--- config.mk ---
export PLATFORM = sky130hd
export DESIGN_NAME = sfspi_front_end
export DESIGN_NICKNAME = d
export VERILOG_FILES = /design/src/design/sfspi_pkg.sv /design/src/design/sfspi_front_end.sv
export VERILOG_INCLUDE_DIRS = /design/src /design/src/design
export SDC_FILE = /design/constraint.sdc
export NUM_CORES = 1
export LEC_CHECK = 0
export CAP_MARGIN = 30
export CORE_UTILIZATION = 30
export CTS_BUF_LIST = sky130_fd_sc_hd__clkbuf_4 sky130_fd_sc_hd__clkbuf_8 sky130_fd_sc_hd__clkbuf_16
export DETAILED_ROUTE_END_ITERATION = 6
export DONT_BUFFER_PORTS = 1
export HOLD_SLACK_MARGIN = 0.06
export MAX_ROUTING_LAYER = met4
export SLEW_MARGIN = 20
export SYNTH_ARGS = -nofsm -noshare
export SYNTH_HDL_FRONTEND = slang
export SYNTH_SLANG_ARGS = --single-unit
--- constraint.sdc ---
create_clock -name ref_clk -period 2.9 [get_ports ref_clk]
set_clock_uncertainty 0.1 [all_clocks]
set_input_delay 0.58 -clock ref_clk [delete_from_list [all_inputs] [get_ports ref_clk]]
set_output_delay 0.58 -clock ref_clk [all_outputs]
set_load 0.05 [all_outputs]
--- src/design/sfspi_defines.svh ---
`ifndef SFSPI_DEFINES_SVH
`define SFSPI_DEFINES_SVH
// Functional notes
// - device works in clock modes 0 and 3; host uses one of them
// - select falling starts an operation; select rising ends it
// - serial output line floats whenever select is high
// - deselection puts the device in standby, not deep power-down
// - input line is ignored entirely while select is high
// - standby waits until a self-timed program or erase finishes
// - command, address and data bits sampled on rising shift clock
// - output data changes only on falling shift clock edges
// - dual read turns input line into lane zero output, two bits per fall
// - dual read keeps output line driving lane one, higher bit of pair
// - write guard low locks protected sectors; pulled high means unlocked
// - erase spans: 256-byte page, 4, 32, 64 kilobyte blocks, whole array
// - program writes 1 to 256 bytes over single or dual input lanes
// - 128-byte one-time area: 64 factory bytes, 64 user bytes
// - pause low ignores clock and input, floats output, keeps selection

`define SFSPI_SYNC_RST 6'h3f
`define SFSPI_FIFO_DEPTH 16
`define SFSPI_FIFO_WIDTH 9
`define SFSPI_PROG_MAX 9'h100
`define SFSPI_SPAN_PAGE 19'h00100
`define SFSPI_SPAN_4K 19'h01000
`define SFSPI_SPAN_32K 19'h08000
`define SFSPI_SPAN_64K 19'h10000
`define SFSPI_SPAN_CHIP 19'h40000
`define SFSPI_OTP_USER_BASE 7'h40
`define SFSPI_IDX_CS 5
`define SFSPI_IDX_SCK 4
`define SFSPI_IDX_SI 3
`define SFSPI_IDX_SO 2
`define SFSPI_IDX_PAUSE 1
`define SFSPI_IDX_WG 0
`endif

--- src/design/sfspi_pkg.sv ---
package sfspi_pkg;
    typedef struct packed {
        logic first;
        logic [7:0] data;
    } sfspi_rx_word_t;
    typedef enum logic [1:0] {SFSPI_OUT_NONE, SFSPI_OUT_SINGLE, SFSPI_OUT_DUAL} sfspi_out_mode_t;
    typedef enum logic [2:0] {
        SFSPI_ERASE_PAGE, SFSPI_ERASE_4K, SFSPI_ERASE_32K, SFSPI_ERASE_64K, SFSPI_ERASE_CHIP
    } sfspi_erase_kind_t;
    typedef enum logic [1:0] {SFSPI_IDLE, SFSPI_SELECT, SFSPI_PAUSE} sfspi_link_state_t;
endpackage

--- src/design/sfspi_front_end.sv ---
`timescale 1ns/1ns
`include "sfspi_defines.svh"

module sfspi_fifo #(
    parameter int WIDTH = `SFSPI_FIFO_WIDTH,
    parameter int DEPTH = `SFSPI_FIFO_DEPTH
) (
    input wire logic ref_clk,
    input wire logic rst,
    input wire logic in_valid,
    input wire logic [WIDTH-1:0] in_data,
    output logic in_ready,
    output logic out_valid,
    output logic [WIDTH-1:0] out_data,
    input wire logic out_ready
);
    localparam int AW = $clog2(DEPTH);
    logic [WIDTH-1:0] mem [DEPTH];
    logic [AW-1:0] wr_ptr;
    logic [AW-1:0] rd_ptr;
    logic [AW:0] count;
    logic [AW:0] next_count;
    wire push = in_valid & in_ready;
    wire pop = out_valid & out_ready;

    assign next_count = count + (AW+1)'(push) - (AW+1)'(pop);
    assign out_data = mem[rd_ptr];

    always_ff @(posedge ref_clk) begin
        if (push) begin
            mem[wr_ptr] <= in_data;
        end
    end

    always_ff @(posedge ref_clk) begin
        if (rst) begin
            wr_ptr <= '0;
            rd_ptr <= '0;
            count <= '0;
            in_ready <= 1'b1;
            out_valid <= 1'b0;
        end else begin
            wr_ptr <= wr_ptr + AW'(push);
            rd_ptr <= rd_ptr + AW'(pop);
            count <= next_count;
            in_ready <= next_count != (AW+1)'(DEPTH);
            out_valid <= next_count != '0;
        end
    end
endmodule

module sfspi_front_end (
    input wire logic ref_clk,
    input wire logic rst,
    input wire logic device_select_n,
    input wire logic shift_clock,
    input wire logic serial_in_line,
    output logic dual_lane_zero_out,
    output logic dual_lane_zero_oe,
    input wire logic dual_lane_one_in,
    output logic serial_out_line_out,
    output logic serial_out_line_oe,
    input wire logic pause_n,
    input wire logic write_guard_n,
    output logic rx_valid,
    output sfspi_pkg::sfspi_rx_word_t rx_word,
    input wire logic rx_ready,
    output logic rx_overrun,
    input wire logic [7:0] tx_byte,
    input wire logic tx_valid,
    output logic tx_taken,
    input wire sfspi_pkg::sfspi_out_mode_t out_mode,
    input wire logic dual_in,
    input wire logic core_busy,
    output logic frame_active,
    output logic standby,
    output logic write_lock,
    output logic [8:0] frame_bytes,
    input wire sfspi_pkg::sfspi_erase_kind_t erase_kind,
    output logic [18:0] erase_span,
    input wire logic [6:0] otp_addr,
    output logic otp_write_ok
);
    import sfspi_pkg::*;

    function automatic logic [18:0] span_of(input sfspi_erase_kind_t kind);
        unique case (kind)
            SFSPI_ERASE_PAGE: span_of = `SFSPI_SPAN_PAGE;
            SFSPI_ERASE_4K: span_of = `SFSPI_SPAN_4K;
            SFSPI_ERASE_32K: span_of = `SFSPI_SPAN_32K;
            SFSPI_ERASE_64K: span_of = `SFSPI_SPAN_64K;
            SFSPI_ERASE_CHIP: span_of = `SFSPI_SPAN_CHIP;
            default: span_of = '0;
        endcase
    endfunction

    // two-stage synchronisers for every pin
    logic [5:0] pin_raw;
    logic [5:0] sync1;
    logic [5:0] sync2;
    logic sck_d;

    assign pin_raw = {device_select_n, shift_clock, serial_in_line,
                      dual_lane_one_in, pause_n, write_guard_n};

    genvar gi;
    generate
        for (gi = 0; gi < 6; gi++) begin : g_sync
            always_ff @(posedge ref_clk) begin
                if (rst) begin
                    sync1[gi] <= 1'(`SFSPI_SYNC_RST >> gi);
                    sync2[gi] <= 1'(`SFSPI_SYNC_RST >> gi);
                end else begin
                    sync1[gi] <= pin_raw[gi];
                    sync2[gi] <= sync1[gi];
                end
            end
        end
    endgenerate

    wire cs_n_s = sync2[`SFSPI_IDX_CS];
    wire sck_s = sync2[`SFSPI_IDX_SCK];
    wire si_s = sync2[`SFSPI_IDX_SI];
    wire so_s = sync2[`SFSPI_IDX_SO];
    wire pause_s = sync2[`SFSPI_IDX_PAUSE];
    wire guard_s = sync2[`SFSPI_IDX_WG];

    // edges work in both idle-low and idle-high clock modes
    wire sck_rise = sck_s & ~sck_d;
    wire sck_fall = ~sck_s & sck_d;

    sfspi_link_state_t state;
    sfspi_link_state_t next_state;

    always_comb begin
        next_state = state;
        unique case (state)
            SFSPI_IDLE: begin
                if (!cs_n_s) begin
                    next_state = SFSPI_SELECT;
                end
            end
            SFSPI_SELECT: begin
                if (cs_n_s) begin
                    next_state = SFSPI_IDLE;
                end else if (!pause_s && !sck_s) begin
                    next_state = SFSPI_PAUSE;
                end
            end
            SFSPI_PAUSE: begin
                if (cs_n_s) begin
                    next_state = SFSPI_IDLE;
                end else if (pause_s) begin
                    next_state = SFSPI_SELECT;
                end
            end
            default: next_state = SFSPI_IDLE;
        endcase
    end

    // shifting only while selected and not paused
    wire live = (state == SFSPI_SELECT) && !cs_n_s && pause_s;
    wire frame_start = (state == SFSPI_IDLE) && !cs_n_s;
    wire out_on = live && (out_mode != SFSPI_OUT_NONE);
    wire out_dual = out_mode == SFSPI_OUT_DUAL;

    // receive path
    logic [7:0] rx_sr;
    logic [2:0] rx_cnt;
    logic first_pending;
    logic push_valid;
    sfspi_rx_word_t push_word;
    logic fifo_in_ready;

    wire rx_take = live && sck_rise && !out_dual;
    wire [7:0] next_rx_sr = dual_in ? {rx_sr[5:0], so_s, si_s}
                                    : {rx_sr[6:0], si_s};
    wire [2:0] rx_step = dual_in ? 3'h2 : 3'h1;
    wire rx_done = rx_take && (rx_cnt == (dual_in ? 3'h6 : 3'h7));

    // transmit path
    logic [7:0] tx_sr;
    logic [2:0] tx_cnt;
    wire tx_load = tx_cnt == 3'h0;
    wire [7:0] tx_cur = tx_load ? (tx_valid ? tx_byte : 8'hff) : tx_sr;
    wire tx_shift = out_on && sck_fall;
    wire [2:0] tx_step = out_dual ? 3'h2 : 3'h1;
    wire [7:0] next_tx_sr = out_dual ? {tx_cur[5:0], 2'h0} : {tx_cur[6:0], 1'h0};
    logic tx_driven;

    always_ff @(posedge ref_clk) begin
        if (rst) begin
            state <= SFSPI_IDLE;
            // matches the synchroniser reset level, so no false edge follows reset
            sck_d <= 1'b1;
        end else begin
            state <= next_state;
            sck_d <= sck_s;
        end
    end

    always_ff @(posedge ref_clk) begin
        if (rst || frame_start) begin
            rx_sr <= 8'h00;
            rx_cnt <= 3'h0;
        end else if (rx_take) begin
            rx_sr <= next_rx_sr;
            rx_cnt <= rx_cnt + rx_step;
        end
    end

    always_ff @(posedge ref_clk) begin
        if (rst) begin
            push_valid <= 1'b0;
            push_word <= '0;
            first_pending <= 1'b0;
            frame_bytes <= 9'h000;
        end else begin
            push_valid <= rx_done;
            if (rx_done) begin
                push_word <= '{first: first_pending, data: next_rx_sr};
            end
            if (frame_start) begin
                first_pending <= 1'b1;
                frame_bytes <= 9'h000;
            end else if (rx_done) begin
                first_pending <= 1'b0;
                if (frame_bytes != `SFSPI_PROG_MAX) begin
                    frame_bytes <= frame_bytes + 9'h001;
                end
            end
        end
    end

    // a full buffer drops the byte and flags it until the next frame
    always_ff @(posedge ref_clk) begin
        if (rst) begin
            rx_overrun <= 1'b0;
        end else if (push_valid && !fifo_in_ready) begin
            rx_overrun <= 1'b1;
        end else if (frame_start) begin
            rx_overrun <= 1'b0;
        end
    end

    always_ff @(posedge ref_clk) begin
        if (rst || frame_start) begin
            tx_sr <= 8'hff;
            tx_cnt <= 3'h0;
        end else if (tx_shift) begin
            tx_sr <= next_tx_sr;
            tx_cnt <= tx_cnt + tx_step;
        end
    end

    always_ff @(posedge ref_clk) begin
        if (rst) begin
            serial_out_line_out <= 1'b0;
            dual_lane_zero_out <= 1'b0;
            tx_taken <= 1'b0;
            tx_driven <= 1'b0;
        end else begin
            tx_taken <= tx_shift && tx_load && tx_valid;
            if (tx_shift) begin
                serial_out_line_out <= tx_cur[7];
                dual_lane_zero_out <= tx_cur[6];
            end
            if (state == SFSPI_IDLE) begin
                tx_driven <= 1'b0;
            end else if (tx_shift) begin
                tx_driven <= 1'b1;
            end
        end
    end

    // enables drop at once on deselect or pause
    always_ff @(posedge ref_clk) begin
        if (rst) begin
            serial_out_line_oe <= 1'b0;
            dual_lane_zero_oe <= 1'b0;
        end else begin
            serial_out_line_oe <= out_on && (tx_driven || tx_shift);
            dual_lane_zero_oe <= out_on && out_dual && (tx_driven || tx_shift);
        end
    end

    always_ff @(posedge ref_clk) begin
        if (rst) begin
            frame_active <= 1'b0;
            standby <= 1'b0;
            write_lock <= 1'b0;
            erase_span <= '0;
            otp_write_ok <= 1'b0;
        end else begin
            frame_active <= state != SFSPI_IDLE;
            standby <= (state == SFSPI_IDLE) && !core_busy;
            write_lock <= !guard_s;
            erase_span <= span_of(erase_kind);
            otp_write_ok <= otp_addr >= `SFSPI_OTP_USER_BASE;
        end
    end

    logic [8:0] fifo_out;

    sfspi_fifo #(
        .WIDTH(`SFSPI_FIFO_WIDTH),
        .DEPTH(`SFSPI_FIFO_DEPTH)
    ) u_rx_fifo (
        .ref_clk(ref_clk),
        .rst(rst),
        .in_valid(push_valid),
        .in_data(push_word),
        .in_ready(fifo_in_ready),
        .out_valid(rx_valid),
        .out_data(fifo_out),
        .out_ready(rx_ready)
    );

    assign rx_word = sfspi_rx_word_t'(fifo_out);
endmodule

==> qor.csv, run 1 <==
stage;metric;value;unit
drt;ant_nets;0;
layout;synthToLayoutAreaGrowth;19.3;%
layout;layout_commonest_cell;edfxtp_1;
logic_synthesis;synth.distinct_cells;60;
clocking;clk_path_buf_depth;3;
drt;wl_per_cell;16.8;um
die;dieArea;31500;um2
die;die_w;178;um
drt;drc_errors;0;
logic_synthesis;yosys_warnings;0;
clocking;cts_buffers;25;
placed_design;place_ws;0.125;ns
power_and_ir_drop;p_comb_frac;0.108;
status;outcome;completed;
drt;via_per_inst;4.76;
grt;grt_max_degree;39;
logic_synthesis;synth-seq-cells;231;
logic_synthesis;synth_ff_type;edfxtp_1;
die;core_area;30000;um2
min_path;hp-class;input pin to register;
grt;grt.total_usage;0.122;
clocking;cts_tree;yes;
sta;fmax;346;MHz
power_and_ir_drop;power_frac_seq;0.476;
layout;layout-drive-gt1-share;0.237;
clocking;htreeDepth;1;
clocking;path_clk_slew;0.06;ns
sta;relSlewSlack;0.506;
die;rows;63;
setup_path;rrSetupSlack;0.38;ns
setup_path;crit_arrival;2.21;ns
power_and_ir_drop;intPower;5.77;mW
sta;hold_slack;0.0799;ns
sta;fin_crit_sh;0.996;
layout;nNetsFinal;731;
logic_synthesis;async_reset_ff_frac;0;
clocking;cts-root-buf;clkbuf_16;
setup_path;rr_worst_depth;10;
sta;fin_crit;2.89;ns
setup_path;crit_path_end;rx_word[0];
drt;vias;5185;
clocking;cts_sinks;231;
drt;dr.pass1.iters;4;
grt;overflow;0;
power_and_ir_drop;total_power;7.48;mW
logic_synthesis;postSynthCellCount;630;
sta;final_max_slew_viol_count;0;
setup_path;criticalPathCategory;register to output pin;
layout;num_antenna_cells;0;
setup_path;cp-end-kind;output pin;
grt;grt_pass1_vias;5216;
setup_path;start_kind;register;
sta;setup_viol;0;
setup_path;cp_max_fo;6;
placed_design;gp_congestion;0.740;
sta;worst_slew_pin_slew;0.739;ns
layout;mostFrequentLayoutCells;edfxtp_1 (144), dfxtp_1 (86), nor2_1 (52);
placed_design;dp.cells;1026;
setup_path;cp_data_required_time;2.22;ns
sta;rsz0062_at_grt;true;
logic_synthesis;synth.area.top_cells;edfxtp_1 (47%), dfxtp_1 (19%), mux4_2 (8.8%);
power_and_ir_drop;netSwitchingFraction;0.229;
power_and_ir_drop;leakagePower;3.51;nW
logic_synthesis;synth_top_cell_by_area;edfxtp_1;
drt;drt_iter0_drc;276;
die;initial_core_util;0.309;
sta;hold_viol_final;0;
clocking;clk_latency;0.51;ns
layout;finalNonFillerCells;1090;
logic_synthesis;syn_area;9250;um2
die;pin_count;80;
power_and_ir_drop;p_switching;1.72;mW
setup_path;r2r-end;u_rx_fifo.in_ready$_SDFF_PP1_;
power_and_ir_drop;clkPwrFrac;0.416;
grt;grt_pass1_wl;29.0;mm
sta;worst_slack;0.0115;ns
setup_path;crit_path_start;u_rx_fifo.rd_ptr[0]$_SDFF_PP0_;
placed_design;hpwl;11.1;mm
power_and_ir_drop;vdd_drop_max;445;uV
grt;antenna_found_initial;0;
logic_synthesis;synth_edf_count;144;
logic_synthesis;synth_area_per_cell;14.7;um2
logic_synthesis;synth_top_area_frac;0.468;
placed_design;numPortBuffers;0;
die;die_h;178;um
job;drv_cap;0;
setup_path;timing.rr.start;u_rx_fifo.out_valid$_SDFF_PP0_;
drt;wirelength;18.3;mm
power_and_ir_drop;p_per_area;678;nW/um2
logic_synthesis;yosysSeqAreaShare;0.656;
[routing by layer]
layer / up-vias / global-route usage / wire length (um)
li1: 2456 / - / -
met1: 2592 / 0.163 / 8560
met2: 112 / 0.190 / 8670
met3: 25 / 0.0225 / 771
met4: 0 / 0.0310 / 344
met5: - / - / 0
[power by group through the flow]
| stage | Combinational (mW) | Clock [mW] | Sequential [mW] |
|---|---|---|---|
| 6_report | 0.811 | 3.11 | 3.56 |
| 5_1_grt | 0.887 | 3.31 | 3.57 |
| 4_1_cts | 0.772 | 3.18 | 3.56 |
| 3_5_place_dp | 0.689 | 0 | 3.62 |
| 3_3_place_gp | 0.684 | 0 | 3.62 |
| 2_1_floorplan | 0.555 | 0 | 3.63 |
[through the flow]
| step | utilization | cell area [um2] | setup TNS [ns] |
|---|---|---|---|
| finish | 0.368 | 11000 | 0 |
| global route | 0.368 | 11000 | -0.246 |
| CTS | 0.364 | 10900 | -0.0430 |
| detailed placement | 0.329 | 9860 | 0 |
| global placement | 0.329 | 9860 | 0 |
| floorplan | - | 9300 | 0 |
[cells in the mapped netlist (3+ instances only)]
cell,instances
xnor2_1,4
a22oi_1,18
or2_2,14
nand2_1,25
buf_2,10
mux2i_1,23
or4_1,6
nor3_1,10
mux4_2,36
nand4_1,3
a21oi_1,18
a211oi_1,14
nand2b_1,11
nor4b_1,5
nand3_1,7
o21ai_0,5
clkbuf_1,16
xor2_1,4
nor2b_1,11
ha_1,13
buf_4,14
buf_1,4
inv_1,15
fa_1,3
nor2_1,52
edfxtp_1,144
o31ai_1,5
a2bb2oi_1,6
and2_1,5
nand3b_1,4
nor4_1,5
dfxtp_1,87
[repair_timing]
| action | CTS | global route |
|---|---|---|
| cloned | 1 | 2 |
| pin swaps | 0 | 6 |
| endpoints found under the hold margin | 40 | 0 |
| setup buffers | 5 | 1 |
| resized for setup | 6 | 20 |
| setup endpoints to repair | 5 | 9 |
| hold buffers | 11 | 0 |
[cells by family after synthesis]
group           Yosys count  synth area share
flops                   231             0.656
simple gates            174             0.106
compound gates           79            0.0601
buf+inv                  62            0.0338
mux                      59             0.113
fa+ha+maj                16            0.0241
xor+xnor                  8           0.00758
other cells               1          0.000406
[registers in the layout, summed over array words and instances (netlist names), 2 cells and up]
| register | count |
|---|---|
| erase_span | 5 |
| u_rx_fifo.mem | 144 |
| rx_sr | 7 |
| rx_cnt | 3 |
| tx_sr | 8 |
| sync1 | 6 |
| tx_cnt | 3 |
| u_rx_fifo.wr_ptr | 4 |
| frame_bytes | 9 |
| push_word | 9 |
| u_rx_fifo.count | 5 |
| state | 2 |
| u_rx_fifo.rd_ptr | 4 |
[worst max-delay path, cell delays in order, from the launching register on]
cell,delay (ns)
dfxtp_4,0.47
buf_12,0.17
mux4_2,0.54
a22oi_2,0.22
nand2_1,0.12
buf_6,0.17
[area by class of cell]
class	instances	area (um2)
well taps	390	488
multi-input cells	350	2990
clock inverters	11	114
repair buffers	59	619
inverters	16	60.1
flip-flops and latches	231	6070
fillers	2862	18900
clock buffers	33	692
[how the worst min path moves through the flow]
stage,start,to,slack [ns],depth (start not counted)
final,shift_clock,sync1[4]$_SDFF_PP1_,0.08,1
after global routing,rst,sync1[0]$_SDFF_PP1_,0.06,1
after CTS,rst,sync1[0]$_SDFF_PP1_,0.06,1
after detailed placement,guard_s$_SDFF_PP1_,write_lock$_SDFF_PP0_,0.28,1
after global placement,guard_s$_SDFF_PP1_,write_lock$_SDFF_PP0_,0.28,1
after floorplan,guard_s$_SDFF_PP1_,write_lock$_SDFF_PP0_,0.27,1
Power figures use the tool's default switching activity.
==> run 2: changes to the inputs <==
--- a/config.mk
+++ b/config.mk
@@ -13,6 +13,7 @@
 export DONT_BUFFER_PORTS = 1
 export HOLD_SLACK_MARGIN = 0.06
 export MAX_ROUTING_LAYER = met4
+export SETUP_SLACK_MARGIN = 0.2
 export SLEW_MARGIN = 20
 export SYNTH_ARGS = -nofsm -noshare
 export SYNTH_HDL_FRONTEND = slang
==> constraint.sdc (replaced) <==
create_clock -name ref_clk -period 2.4 [get_ports ref_clk]
set_clock_uncertainty 0.1 [all_clocks]
set_input_delay 0.48 -clock ref_clk [delete_from_list [all_inputs] [get_ports ref_clk]]
set_output_delay 0.48 -clock ref_clk [all_outputs]
set_load 0.05 [all_outputs]
==> qor.csv, run 2 (synthesis gave the netlist of run 1 again) <==
stage;metric;value;unit
status;outcome;complete, but fails checks;
status;violations;negative setup slack;
sta;tns;-2.17;ns
drt;dr.pass1.iters;4;
layout;nNetsFinal;736;
clocking;clk_latency;0.50;ns
grt;grt_pass1_vias;5138;
power_and_ir_drop;total_power;9.21;mW
grt;antenna_found_initial;0;
clocking;cts_tree;yes;
drt;drc_errors;0;
setup_path;timing.rr.start;u_rx_fifo.out_valid$_SDFF_PP0_;
drt;wirelength;17.8;mm
grt;grt.total_usage;0.117;
clocking;htreeDepth;1;
layout;fillers;2825;
setup_path;crit_path_end;rx_word[7];
min_path;hp-class;input pin to register;
setup_path;crit_arrival;2.08;ns
sta;rsz0062_at_grt;true;
layout;layout-drive-gt1-share;0.271;
layout;num_antenna_cells;0;
setup_path;criticalPathCategory;register to output pin;
job;drv_cap;0;
power_and_ir_drop;p_per_area;823;nW/um2
sta;final_max_slew_viol_count;0;
grt;overflow;0;
setup_path;start_kind;register;
layout;fin_util;0.373;
die;initial_core_util;0.309;
drt;via_per_inst;4.69;
die;die_w;178;um
sta;setup_viol;9;
die;pin_count;80;
placed_design;hpwl;11.4;mm
setup_path;r2r-end;u_rx_fifo.in_ready$_SDFF_PP1_;
layout;mostFrequentLayoutCells;edfxtp_1 (144), dfxtp_1 (85), nor2_1 (51);
clocking;cts_buffers;24;
placed_design;dp.cells;1033;
die;rows;63;
setup_path;cp-end-kind;output pin;
layout;multi_input_area;3140;um2
sta;worst_slack;-0.258;ns
layout;largest_register_ffs;144;
sta;hold_viol_final;0;
sta;fmax;376;MHz
clocking;clk_path_buf_depth;3;
setup_path;cp_max_fo;9;
drt;ant_nets;0;
die;die_h;178;um
layout;seq_area;6070;um2
layout;layout_commonest_cell;edfxtp_1;
placed_design;numPortBuffers;0;
power_and_ir_drop;leakagePower;3.53;nW
layout;synthToLayoutAreaGrowth;21.0;%
drt;drt_iter0_drc;292;
sta;fin_crit_sh;1.11;
placed_design;place_ws;-0.124;ns
sta;relSlewSlack;0.522;
layout;finalNonFillerCells;1094;
die;core_area;30000;um2
setup_path;rrSetupSlack;0.07;ns
setup_path;rr_worst_depth;10;
drt;wl_per_cell;16.2;um
placed_design;placed_area;10000;um2
setup_path;crit_path_start;u_rx_fifo.rd_ptr[0]$_SDFF_PP0_;
sta;fin_crit;2.66;ns
die;dieArea;31500;um2
layout;reg.largest.list;u_rx_fifo.mem x144, frame_bytes x9, push_word x9;
sta;hold_slack;0.0874;ns
grt;grt_max_degree;54;
clocking;path_clk_slew;0.06;ns
grt;grt_pass1_wl;27.7;mm
layout;fin_area;11200;um2
setup_path;cp_data_required_time;1.82;ns
clocking;cts-root-buf;clkbuf_16;
power_and_ir_drop;vdd_drop_max;536;uV
layout;largest-register;u_rx_fifo.mem;
clocking;cts_sinks;231;
drt;vias;5133;
sta;worst_slew_pin_slew;0.717;ns
placed_design;gp_congestion;0.758;
## run 2: worst min-delay path by stage
stage                                   from                    end  slack, ns  cells after the start
final                               tx_valid    tx_taken$_SDFF_PP0_       0.09                      1
after global routing                tx_valid    tx_taken$_SDFF_PP0_       0.07                      1
after CTS                           tx_valid    tx_taken$_SDFF_PP0_       0.07                      1
after detailed placement  guard_s$_SDFF_PP1_  write_lock$_SDFF_PP0_       0.28                      1
after global placement    guard_s$_SDFF_PP1_  write_lock$_SDFF_PP0_       0.27                      1
after floorplan           guard_s$_SDFF_PP1_  write_lock$_SDFF_PP0_       0.27                      1
## run 2: cell type report
cell class                 instances  share of cell area
tap                              390              0.0436
multi-input combinational        350               0.281
sequential                       231               0.543
clock inverter                     8             0.00996
clock buffer                      34              0.0625
timing repair buffer              65              0.0550
inverter                          16             0.00537
## run 2: metal layers
metal / vias up / track usage / wire, um
met5: - / - / 0
met4: 0 / 0.0299 / 300
met3: 22 / 0.0221 / 761
met2: 115 / 0.188 / 8320
met1: 2519 / 0.152 / 8370
li1: 2477 / - / -
## run 2: where the power goes
part,switching (mW),internal [mW]
clock,1.43,2.34
sequential,0.0581,4.24
combinational,0.541,0.596
total,2.03,7.18
## run 2: worst max-delay path: stages, from the launching register on
cell     delay (ns)
dfxtp_4        0.38
buf_12         0.16
buf_12         0.14
mux4_2         0.51
a22oi_2        0.22
nand2_4        0.16
## run 2: what timing repair did
item                                    CTS  global route
gates resized for setup                  32             2
hold buffers                             14             0
hold endpoints to repair                 53             0
gates cloned                              0             0
endpoints found under the setup margin   12            14
setup buffers                             4             1
pin swaps                                23             9
==> run 3: changes to the inputs <==
--- a/config.mk
+++ b/config.mk
@@ -7,12 +7,14 @@
 export NUM_CORES = 1
 export LEC_CHECK = 0
 export CAP_MARGIN = 30
+export CORE_ASPECT_RATIO = 0.5
 export CORE_UTILIZATION = 30
 export CTS_BUF_LIST = sky130_fd_sc_hd__clkbuf_4 sky130_fd_sc_hd__clkbuf_8 sky130_fd_sc_hd__clkbuf_16
 export DETAILED_ROUTE_END_ITERATION = 6
 export DONT_BUFFER_PORTS = 1
 export HOLD_SLACK_MARGIN = 0.06
 export MAX_ROUTING_LAYER = met4
+export RECOVER_POWER = 100
 export SETUP_SLACK_MARGIN = 0.2
 export SLEW_MARGIN = 20
 export SYNTH_ARGS = -nofsm -noshare
==> qor.csv, run 3 (synthesis gave the netlist of run 1 again) <==
stage;metric;value;unit
layout;layout-drive-gt1-share;0.229;
die;die_h;126;um
power_and_ir_drop;clkPwrFrac;0.393;
drt;dr.pass1.iters;5;
clocking;cts_tree;yes;
clocking;clk_latency;0.51;ns
drt;route.met2.wl;9.06;mm
drt;via_per_inst;4.77;
sta;fin_crit_sh;1.14;
layout;num_antenna_cells;0;
drt;wirelength;19.0;mm
sta;setup_viol;12;
sta;worst_slack;-0.326;ns
placed_design;gp_congestion;0.776;
setup_path;slowest_delay;0.48;ns
setup_path;start_kind;register;
layout;mostFrequentLayoutCells;edfxtp_1 (144), dfxtp_1 (85), nor2_1 (51);
die;initial_core_util;0.305;
sta;worst_slew_pin_slew;1.04;ns
power_and_ir_drop;p_per_area;816;nW/um2
status;outcome;complete, but fails checks;
grt;grt_pass1_vias;5357;
setup_path;crit_buf_inv;2;
grt;overflow;0;
placed_design;placed_area;9990;um2
die;dieArea;31600;um2
sta;hold_viol_final;0;
setup_path;path_cells;buf_12, buf_4, mux4_2, a22oi_1, nand2_4;
status;violations;negative setup slack;
setup_path;criticalPathCategory;register to output pin;
layout;nNetsFinal;735;
power_and_ir_drop;vdd_drop_max;414;uV
sta;relSlewSlack;0.308;
job;drv_cap;0;
sta;fin_crit;2.73;ns
layout;fin_util;0.363;
power_and_ir_drop;total_power;8.96;mW
sta;final_max_slew_viol_count;0;
power_and_ir_drop;netSwitchingFraction;0.237;
drt;wl_per_cell;17.2;um
die;core_area;30300;um2
layout;largest_register_ffs;144;
setup_path;worst_path_max_delay_cell;mux4_2;
drt;route.met3.wl;766;um
drt;drt-met1-wl;8.76;mm
die;die_w;250;um
layout;largest-register;u_rx_fifo.mem;
grt;grt.total_usage;0.124;
sta;tns;-3.02;ns
drt;ant_nets;0;
clocking;cts-root-buf;clkbuf_16;
drt;vias;5256;
setup_path;cp_data_required_time;1.82;ns
layout;synthToLayoutAreaGrowth;18.8;%
grt;grt_pass1_wl;30.2;mm
setup_path;cp_max_fo;7;
power_and_ir_drop;p_switching;2.12;mW
die;rows;45;
grt;antenna_found_initial;0;
power_and_ir_drop;intPower;6.84;mW
placed_design;numPortBuffers;0;
setup_path;crit_family;multiplexers;
die;pin_count;80;
sta;rsz0062_at_grt;true;
grt;grt_max_degree;53;
drt;drt_iter0_drc;265;
power_and_ir_drop;power_frac_seq;0.480;
power_and_ir_drop;p_comb_frac;0.127;
placed_design;hpwl;12.1;mm
sta;fmax;367;MHz
drt;top_layer;met4;
layout;layout_commonest_cell;edfxtp_1;
clocking;cts_sinks;231;
min_path;hp-class;input pin to register;
drt;drc_errors;0;
clocking;cts_buffers;23;
layout;reg.largest.list;u_rx_fifo.mem x144, frame_bytes x9, push_word x9;
layout;fin_area;11000;um2
clocking;htreeDepth;1;
clocking;clk_path_buf_depth;3;
power_and_ir_drop;leakagePower;3.37;nW
setup_path;cp-end-kind;output pin;
clocking;path_clk_slew;0.06;ns
setup_path;crit_arrival;2.15;ns
## run 3: path summary, 6_finish.rpt
path / from / to / slack (ns) / depth (start not counted)
worst max-delay path: u_rx_fifo.rd_ptr[0]$_SDFF_PP0_ / rx_word[8] / -0.33 / 5
worst min-delay path: rst / tx_taken$_SDFF_PP0_ / 0.09 / 1
worst max register to register: u_rx_fifo.out_valid$_SDFF_PP0_ / u_rx_fifo.out_valid$_SDFF_PP0_ / -0.16 / 11
worst min register to register: guard_s$_SDFF_PP1_ / write_lock$_SDFF_PP0_ / 0.29 / 1
## run 3: per-stage QoR
step / hold slack [ns] / std cells / setup slack [ns]
global route: 0.0700 / 1103 / -0.415
CTS: 0.0681 / 1103 / -0.364
floorplan: 0.268 / 643 / -0.0638
finish: 0.0902 / 1103 / -0.326
global placement: 0.286 / 1039 / -0.0902
detailed placement: 0.279 / 1039 / -0.101
## run 3: per-layer routing
metal | vias up | global-route usage
met3 | 31 | 0.0221
met5 | - | -
met4 | 0 | 0.0318
li1 | 2475 | -
met1 | 2651 | 0.163
met2 | 99 | 0.200
## run 3: final cells by class
type / instances / area (um2)
fillers: 2880 / 19300
flip-flops and latches: 231 / 6070
multi-input cells: 350 / 3080
clock buffers: 32 / 656
repair buffers: 65 / 520
well taps: 399 / 499
clock inverters: 10 / 92.6
inverters: 16 / 62.6
## run 3: power groups by stage
stage               combinational (mW)  sequential [mW]  clock, mW
floorplan                        0.748             4.39          0
global placement                 0.948             4.38          0
detailed placement               0.962             4.38          0
CTS                               1.12             4.30       3.63
global route                      1.24             4.31       3.79
finish                            1.13             4.30       3.53
## run 3: what timing repair did
action | CTS | global route
setup endpoints to repair | 12 | 14
buffers inserted | 5 | 0
pin swaps | 23 | 14
cloned | 1 | 0
resized for setup | 33 | 6
hold buffers | 16 | 0
hold endpoints to repair | 53 | 0
